===== config.mk =====
export PLATFORM = sky130hd
export DESIGN_NAME = home_node_perf_event_gen
export DESIGN_NICKNAME = d
export VERILOG_FILES = /design/src/perf_event_pkg.sv /design/src/cluster_counter.sv /design/src/cycle_counter.sv /design/src/home_node_perf_event_gen.sv
export SDC_FILE = /design/constraint.sdc
export NUM_CORES = 1
export LEC_CHECK = 0
export BUFFER_PORTS_ARGS = -buffer_cell sky130_fd_sc_hd__buf_2
export CAP_MARGIN = 20
export CELL_PAD_IN_SITES_DETAIL_PLACEMENT = 1
export CELL_PAD_IN_SITES_GLOBAL_PLACEMENT = 1
export CORE_UTILIZATION = 36
export CTS_CLUSTER_DIAMETER = 120
export DETAILED_ROUTE_END_ITERATION = 12
export MAX_ROUTING_LAYER = met4
export PLACE_DENSITY = 0.84
export SYNTH_ARGS = -nofsm -noshare
export SYNTH_HDL_FRONTEND = slang
export SYNTH_HIERARCHICAL = 1
export SYNTH_SLANG_ARGS = --single-unit

===== constraint.sdc =====
create_clock -name clk -period 1.88 [get_ports clk]
set_input_delay 0.564 -clock clk [delete_from_list [all_inputs] [get_ports clk]]
set_output_delay 0.564 -clock clk [all_outputs]
set_load 0.02 [all_outputs]

===== src/perf_event_pkg.sv =====
package perf_event_pkg;

  localparam int unsigned CYCLE_WIDTH      = 32;
  localparam int unsigned MAX_MISS_RATE_HN = 4;
  localparam int unsigned CLUSTER_WIDTH    = 4;
  localparam int unsigned QOS_WIDTH        = 4;
  localparam logic [3:0]  QOS_TOP          = 4'hF;
  localparam logic [3:0]  QOS_HIGH_MIN     = 4'hC;
  localparam int unsigned SYNC_STAGES      = 2;

  typedef enum logic [1:0] {
    LOOKUP_FIRST  = 2'h0,
    LOOKUP_TAG    = 2'h1,
    LOOKUP_VICTIM = 2'h3,
    LOOKUP_FILL   = 2'h2
  } lookup_kind_t;

  typedef enum logic [2:0] {
    FILL_NONE       = 3'h0,
    FILL_UNIQUE     = 3'h1,
    FILL_WRITE_BACK = 3'h2,
    FILL_EVICTION   = 3'h3,
    FILL_OTHER      = 3'h4
  } fill_source_t;

endpackage : perf_event_pkg


===== src/cluster_counter.sv =====
`timescale 1ns/1ns
module cluster_counter #(
  parameter int unsigned N = perf_event_pkg::CLUSTER_WIDTH
) (
  input  wire logic         snoop_valid,
  input  wire logic [N-1:0] snoop_clusters,
  output logic              any_cluster
);

  // Several snoops into one cluster share one bit, so the cluster counts once.
  assign any_cluster = snoop_valid && (|snoop_clusters);

endmodule : cluster_counter


===== src/cycle_counter.sv =====
`timescale 1ns/1ns
module cycle_counter #(
  parameter int unsigned WIDTH = perf_event_pkg::CYCLE_WIDTH
) (
  input  wire logic             clk,
  input  wire logic             nrst,
  input  wire logic             clock_running,
  input  wire logic             count_reset,
  output logic      [WIDTH-1:0] count
);

  logic [WIDTH-1:0] count_reg;
  logic [WIDTH-1:0] count_next;

  // A stopped gated clock must not advance the count, so a held enable freezes it.
  assign count_next = count_reset   ? '0 :
                      clock_running ? count_reg + {{(WIDTH-1){1'b0}}, 1'b1} :
                                      count_reg;
  assign count      = count_reg;

  always_ff @(posedge clk or negedge nrst) begin
    if (!nrst) begin
      count_reg <= '0;
    end else begin
      count_reg <= count_next;
    end
  end

endmodule : cycle_counter


===== src/home_node_perf_event_gen.sv =====
`timescale 1ns/1ns
module home_node_perf_event_gen #(
  parameter int unsigned CYCLE_W   = perf_event_pkg::CYCLE_WIDTH,
  parameter int unsigned CLUSTER_W = perf_event_pkg::CLUSTER_WIDTH,
  parameter int unsigned QOS_W     = perf_event_pkg::QOS_WIDTH
) (
  input  wire logic                                clk,
  input  wire logic                                nrst,
  input  wire logic                                global_clock_running,
  input  wire logic                                cycle_count_reset,
  input  wire logic                                miss_rate_slot_granted,
  input  wire logic                                lookup_valid,
  input  wire perf_event_pkg::lookup_kind_t        lookup_kind,
  input  wire logic                                lookup_high_priority,
  input  wire logic                                lookup_hit,
  input  wire logic                                fill_valid,
  input  wire perf_event_pkg::fill_source_t        fill_source,
  input  wire logic                                req_valid,
  input  wire logic                                req_credit_available,
  input  wire logic                                req_static_credit,
  input  wire logic [QOS_W-1:0]                    req_qos,
  input  wire logic                                filter_lookup_valid,
  input  wire perf_event_pkg::lookup_kind_t        filter_lookup_kind,
  input  wire logic                                filter_lookup_hit,
  input  wire logic                                filter_evict_valid,
  input  wire logic                                filter_evict_shared,
  input  wire logic                                snoop_valid,
  input  wire logic                                snoop_broadcast,
  input  wire logic [CLUSTER_W-1:0]                snoop_clusters,
  input  wire logic                                memctl_request,
  input  wire logic                                memctl_retry,
  input  wire logic                                requester_evict_valid,
  input  wire logic                                requester_line_shared,
  input  wire logic                                cluster_single_requester,
  output logic [CYCLE_W-1:0]                       cycle_count,
  output logic                                     retry_ack,
  output logic                                     awaiting_static_credit,
  output logic                                     queue_accept,
  output logic                                     queue_accept_top_qos,
  output logic                                     clear_tracking,
  output logic                                     slc_miss_event,
  output logic                                     slc_access_event,
  output logic                                     slc_fill_event,
  output logic                                     queue_retry_event,
  output logic                                     requests_received_event,
  output logic                                     filter_hit_event,
  output logic                                     filter_eviction_event,
  output logic                                     snoops_issued_event,
  output logic                                     snoop_broadcast_event,
  output logic                                     memctl_retry_event,
  output logic                                     memctl_request_event,
  output logic                                     cluster_snoop_event,
  output logic                                     imprecise_evict_event,
  output logic                                     shared_line_evict_event,
  output logic                                     top_qos_retry_event
);

  // The clock-gating status comes from another power domain; synchronise it.
  logic [perf_event_pkg::SYNC_STAGES-1:0] run_sync_reg;
  logic [CYCLE_W-1:0]                     cycle_raw;
  logic                                   cluster_any;

  always_ff @(posedge clk or negedge nrst) begin
    if (!nrst) begin
      run_sync_reg <= '0;
    end else begin
      run_sync_reg <= {run_sync_reg[0], global_clock_running};
    end
  end

  cycle_counter #(
    .WIDTH(CYCLE_W)
  ) u_cycle (
    .clk          (clk),
    .nrst         (nrst),
    .clock_running(run_sync_reg[perf_event_pkg::SYNC_STAGES-1]),
    .count_reset  (cycle_count_reset),
    .count        (cycle_raw)
  );

  cluster_counter #(
    .N(CLUSTER_W)
  ) u_cluster (
    .snoop_valid   (snoop_valid),
    .snoop_clusters(snoop_clusters),
    .any_cluster   (cluster_any)
  );

  // Only high-priority first lookups count; tag updates, victim picks and fills are silent.
  wire first_lookup   = lookup_valid && lookup_high_priority &&
                        (lookup_kind == perf_event_pkg::LOOKUP_FIRST);
  // The miss-rate pair is only driven while this node holds one of the slots.
  wire miss_rate_on   = miss_rate_slot_granted;
  wire access_d       = first_lookup && miss_rate_on;
  wire miss_d         = first_lookup && !lookup_hit && miss_rate_on;
  wire fill_d         = fill_valid && (fill_source != perf_event_pkg::FILL_NONE);
  wire no_credit      = req_valid && !req_credit_available;
  wire accept         = req_valid && req_credit_available;
  wire is_top_qos     = req_qos == perf_event_pkg::QOS_TOP;
  wire filter_hit_d   = filter_lookup_valid && filter_lookup_hit &&
                        (filter_lookup_kind == perf_event_pkg::LOOKUP_FIRST);
  wire filter_evict_d = filter_evict_valid;
  wire shared_evict_d = filter_evict_valid && filter_evict_shared;
  wire imprecise_d    = requester_evict_valid && requester_line_shared &&
                        !cluster_single_requester;
  wire clear_d        = requester_evict_valid &&
                        (cluster_single_requester || !requester_line_shared);

  logic wait_reg;
  logic wait_next;

  // A retried request waits until a static credit is granted to it.
  assign wait_next = no_credit ? 1'b1 :
                     req_static_credit ? 1'b0 : wait_reg;

  always_ff @(posedge clk or negedge nrst) begin
    if (!nrst) begin
      wait_reg <= 1'b0;
    end else begin
      wait_reg <= wait_next;
    end
  end

  // Each output is its own flop, so every output follows its source one cycle later.
  always_ff @(posedge clk or negedge nrst) begin
    if (!nrst) begin
      cycle_count <= '0;
    end else begin
      cycle_count <= cycle_raw;
    end
  end

  always_ff @(posedge clk or negedge nrst) begin
    if (!nrst) begin
      slc_miss_event <= 1'b0;
    end else begin
      slc_miss_event <= miss_d;
    end
  end

  always_ff @(posedge clk or negedge nrst) begin
    if (!nrst) begin
      slc_access_event <= 1'b0;
    end else begin
      slc_access_event <= access_d;
    end
  end

  always_ff @(posedge clk or negedge nrst) begin
    if (!nrst) begin
      slc_fill_event <= 1'b0;
    end else begin
      slc_fill_event <= fill_d;
    end
  end

  always_ff @(posedge clk or negedge nrst) begin
    if (!nrst) begin
      queue_retry_event <= 1'b0;
    end else begin
      queue_retry_event <= no_credit;
    end
  end

  always_ff @(posedge clk or negedge nrst) begin
    if (!nrst) begin
      requests_received_event <= 1'b0;
    end else begin
      requests_received_event <= req_valid;
    end
  end

  always_ff @(posedge clk or negedge nrst) begin
    if (!nrst) begin
      filter_hit_event <= 1'b0;
    end else begin
      filter_hit_event <= filter_hit_d;
    end
  end

  always_ff @(posedge clk or negedge nrst) begin
    if (!nrst) begin
      filter_eviction_event <= 1'b0;
    end else begin
      filter_eviction_event <= filter_evict_d;
    end
  end

  always_ff @(posedge clk or negedge nrst) begin
    if (!nrst) begin
      snoops_issued_event <= 1'b0;
    end else begin
      snoops_issued_event <= snoop_valid;
    end
  end

  always_ff @(posedge clk or negedge nrst) begin
    if (!nrst) begin
      snoop_broadcast_event <= 1'b0;
    end else begin
      snoop_broadcast_event <= snoop_valid && snoop_broadcast;
    end
  end

  always_ff @(posedge clk or negedge nrst) begin
    if (!nrst) begin
      memctl_retry_event <= 1'b0;
    end else begin
      memctl_retry_event <= memctl_retry;
    end
  end

  always_ff @(posedge clk or negedge nrst) begin
    if (!nrst) begin
      memctl_request_event <= 1'b0;
    end else begin
      memctl_request_event <= memctl_request;
    end
  end

  always_ff @(posedge clk or negedge nrst) begin
    if (!nrst) begin
      cluster_snoop_event <= 1'b0;
    end else begin
      cluster_snoop_event <= cluster_any;
    end
  end

  always_ff @(posedge clk or negedge nrst) begin
    if (!nrst) begin
      imprecise_evict_event <= 1'b0;
    end else begin
      imprecise_evict_event <= imprecise_d;
    end
  end

  always_ff @(posedge clk or negedge nrst) begin
    if (!nrst) begin
      shared_line_evict_event <= 1'b0;
    end else begin
      shared_line_evict_event <= shared_evict_d;
    end
  end

  always_ff @(posedge clk or negedge nrst) begin
    if (!nrst) begin
      top_qos_retry_event <= 1'b0;
    end else begin
      top_qos_retry_event <= no_credit && is_top_qos;
    end
  end

  always_ff @(posedge clk or negedge nrst) begin
    if (!nrst) begin
      retry_ack <= 1'b0;
    end else begin
      retry_ack <= no_credit;
    end
  end

  always_ff @(posedge clk or negedge nrst) begin
    if (!nrst) begin
      awaiting_static_credit <= 1'b0;
    end else begin
      awaiting_static_credit <= wait_next;
    end
  end

  always_ff @(posedge clk or negedge nrst) begin
    if (!nrst) begin
      queue_accept <= 1'b0;
    end else begin
      queue_accept <= accept;
    end
  end

  always_ff @(posedge clk or negedge nrst) begin
    if (!nrst) begin
      queue_accept_top_qos <= 1'b0;
    end else begin
      queue_accept_top_qos <= accept && is_top_qos;
    end
  end

  always_ff @(posedge clk or negedge nrst) begin
    if (!nrst) begin
      clear_tracking <= 1'b0;
    end else begin
      clear_tracking <= clear_d;
    end
  end

endmodule : home_node_perf_event_gen


==> run metrics <==
power density over the cells 743 mW/mm²; remaining antenna violation count after routing 0; core area 0.00834 mm²; Register-to-Register Path Depth 6; CP Capture Type flop; Port Buffer Count 89; failing checks setup timing; slew at the pin closest to its max-slew limit 0.569 ns; Pwr Total 0.00323 W; count of hold buffers inserted by post-cts repair 0; Slew Limit Headroom 61.7%; placed wire-length estimate after detailed placement 5.30 mm; mapped cell area 0.00315 mm²; worst reg2reg startpoint u_cycle/count[1]$_DFFE_PN0P_; maximum cell stage delay along the critical path ~0.49 ns; Longest Clk Path Bufs 2; flip-flop and latch count after synthesis 85; critical path startpoint category flop; via count of the routed design 2534; clk root buf clkbuf_8; net count of the finished layout around 430; number of failing hold endpoints at the final stage 0; number of standard-cell rows in the floorplan 33; Slowest cell on crit path or4_4; top cells by area, synth dfrtp_1 (67%), a21oi_1 (3.2%), or4_1 (3.1%); number of maximum-capacitance violations 0; H-tree depth 3; Slew Viols, Final 0; number of buffers and inverters on the critical path 1; cell count after synthesis 250; Total Die Area 0.00914 mm²; Top Ports 90; Worst R2R End u_cycle/count[26]$_DFFE_PN0P_; Peak supply drop 0.331 mV; final cycle utilization of the critical path 106%; cell types with the highest counts after synthesis dfrtp_1 (85), a21oi_1 (20), nand2_1 (14); initial cell density of the core 37.8%; floorplan die height 95.6 µm; maximum fanout count along the critical path 5; average routed wire per standard cell 16.5 µm; Required @ worst endpoint ~2.2 ns; Leak Pwr 2.14 nW; later-pin clock latency in the skew report 0.36 ns; TritonCTS clock tree yes; Worst path depth 6; worst hold slack roughly 0.068 ns; cell-by-cell trace of the critical path ha_2, o211ai_1, or3_4, buf_6, or4_4, a21oi_2; PnR worst setup slack -0.114 ns; critical path arrival 2.28 ns; first-pass GRT wire length between 10 and 15 mm; top cell family by delay on the critical path simple AND/OR/NAND/NOR gates; global placement routability congestion 0.784; GRT Util Overall around 20%; iteration-0 DRC count of the detailed router 90; number of sinks handled by clock tree synthesis 85; average footprint of a synthesized cell 12.6 µm²; critical path class reg2reg; class of the worst hold path in2async; number of global-route vias before repair 2770; Inserted Clock Buffers 9; relative area change from synthesis to final layout 37.8%; share of post-route cells with drive strength above 1 46.1%; RSZ-0062 raised after global routing true; DRC violation count after routing 0; pin count of the biggest net entering global routing 70; distinct cell type count after synthesis 38; antenna violations before repair 0; max frequency 501 MHz; Detailed Routing Iterations Pass 1 4; final setup violating endpoints 12; slack of the worst reg-to-reg path -0.11 ns; most numerous cell in the Yosys netlist dfrtp_1; Congestion Overflow GR 0; maximum clock skew at final layout 0.0202 ns; Synth Warn # 6; fraction of the yosys area taken by sequential cells 67.5%; Min Clock Period, post-route 1.99 ns; Die X 95.6 µm; number of inserted filler cells in the final layout 906; area leader, netlist dfrtp_1; run status finished, violations left; antenna diode instance count 0; ratio of routed vias to standard cells 5.09; total wire length 8.20 mm; asr flop ratio synth 100%; final core area utilization 52.1%; Clock transition at path regs 0.10 ns; number of enable flip-flop cells after synthesis 0; Top FF cell, synth dfrtp_1; syn nets 289; top cell type's share of synthesized area 67.5%
-- cells by family (layout without fill, tap and decap cells) --
group / after synthesis / count (layout) / share of synthesized area (%)
fa+ha+maj: 1 / 1 / 0.397
compound gates: 47 / 47 / 9.72
simple gates: 83 / 83 / 16.0
mux: 1 / 1 / 0.317
xor+xnor: 11 / 11 / 3.06
flops: 85 / 85 / 67.5
buf+inv: 22 / 165 / 3.09
-- where the power goes --
| group | internal, W | switching, W |
|---|---|---|
| sequential | 0.00186 | 0.0000130 |
| clock | 0.000486 | 0.000667 |
| combinational | 0.0000811 | 0.000124 |
-- cell type report --
cell class                      count  area, µm²  share of cell area (%)
Sequential cell                    85       2130                    49.0
Timing Repair Buffer              140        868                    20.0
Inverter                            9       33.8                   0.778
Multi-Input combinational cell    143       1010                    23.2
Tap cell                          105        131                    3.02
Clock buffer                       10        128                    2.94
Clock inverter                      6       47.5                    1.09
-- layout by cell type (no fill, tap or decap), types with 2 or more instances in the layout --
cell	count
buf_6	4
buf_4	45
xnor2_1	7
xor2_1	4
clkbuf_8	9
a21oi_2	6
clkinvlp_4	4
nor3_1	4
and2_1	2
buf_2	89
nand2_1	14
nand3_1	7
or4_1	6
and4_1	4
o31ai_2	2
or3_4	3
buf_12	2
a21oi_1	14
dfrtp_1	85
nor4_1	4
or3_1	6
inv_1	9
nand4_1	5
or4_4	7
nor2_1	13
o21ai_0	7
o31ai_1	10
-- timing repair --
action | 4_1_cts | 5_1_grt
pin swaps | 7 | 7
buffers inserted | 8 | 6
resized for setup | 13 | 20
gates cloned | 3 | 0
endpoints found under the setup margin | 11 | 18
-- worst max path at each step --
stage	startpoint	endpoint
5_1_grt	u_cycle/count[1]$_DFFE_PN0P_	u_cycle/count[26]$_DFFE_PN0P_
3_5_place_dp	cycle_count_reset	u_cycle/count[28]$_DFFE_PN0P_
2_1_floorplan	cycle_count_reset	u_cycle/count[26]$_DFFE_PN0P_
4_1_cts	u_cycle/count[0]$_DFFE_PN0P_	u_cycle/count[28]$_DFFE_PN0P_
6_report	u_cycle/count[1]$_DFFE_PN0P_	u_cycle/count[26]$_DFFE_PN0P_
3_3_place_gp	cycle_count_reset	u_cycle/count[28]$_DFFE_PN0P_
-- metrics by stage --
| stage | area, µm² | setup TNS, ns | setup WS [ns] | std cells |
|---|---|---|---|---|
| finish | 4340 | -0.720 | -0.114 | 498 |
| global route | 4340 | -1.84 | -0.164 | 498 |
| CTS | 4240 | -0.430 | -0.0770 | 492 |
| detailed placement | 3940 | -2.48 | -0.237 | 466 |
| global placement | 3940 | -1.03 | -0.122 | 466 |
| floorplan | 3170 | -0.430 | -0.0494 | 250 |
-- metal layers --
| metal | vias to the layer above | routed length, µm | share of wire, % | track usage [%] |
|---|---|---|---|---|
| li1 | 1163 | - | - | - |
| met2 | 71 | 4500 | 55 | 35.5 |
| met1 | 1287 | 3290 | 40 | 20.8 |
| met5 | - | 0 | 0 | - |
| met4 | 0 | 104 | 1.3 | 7.09 |
| met3 | 13 | 311 | 3.8 | 4.31 |
No activity file was read; power rests on OpenSTA's default activity.
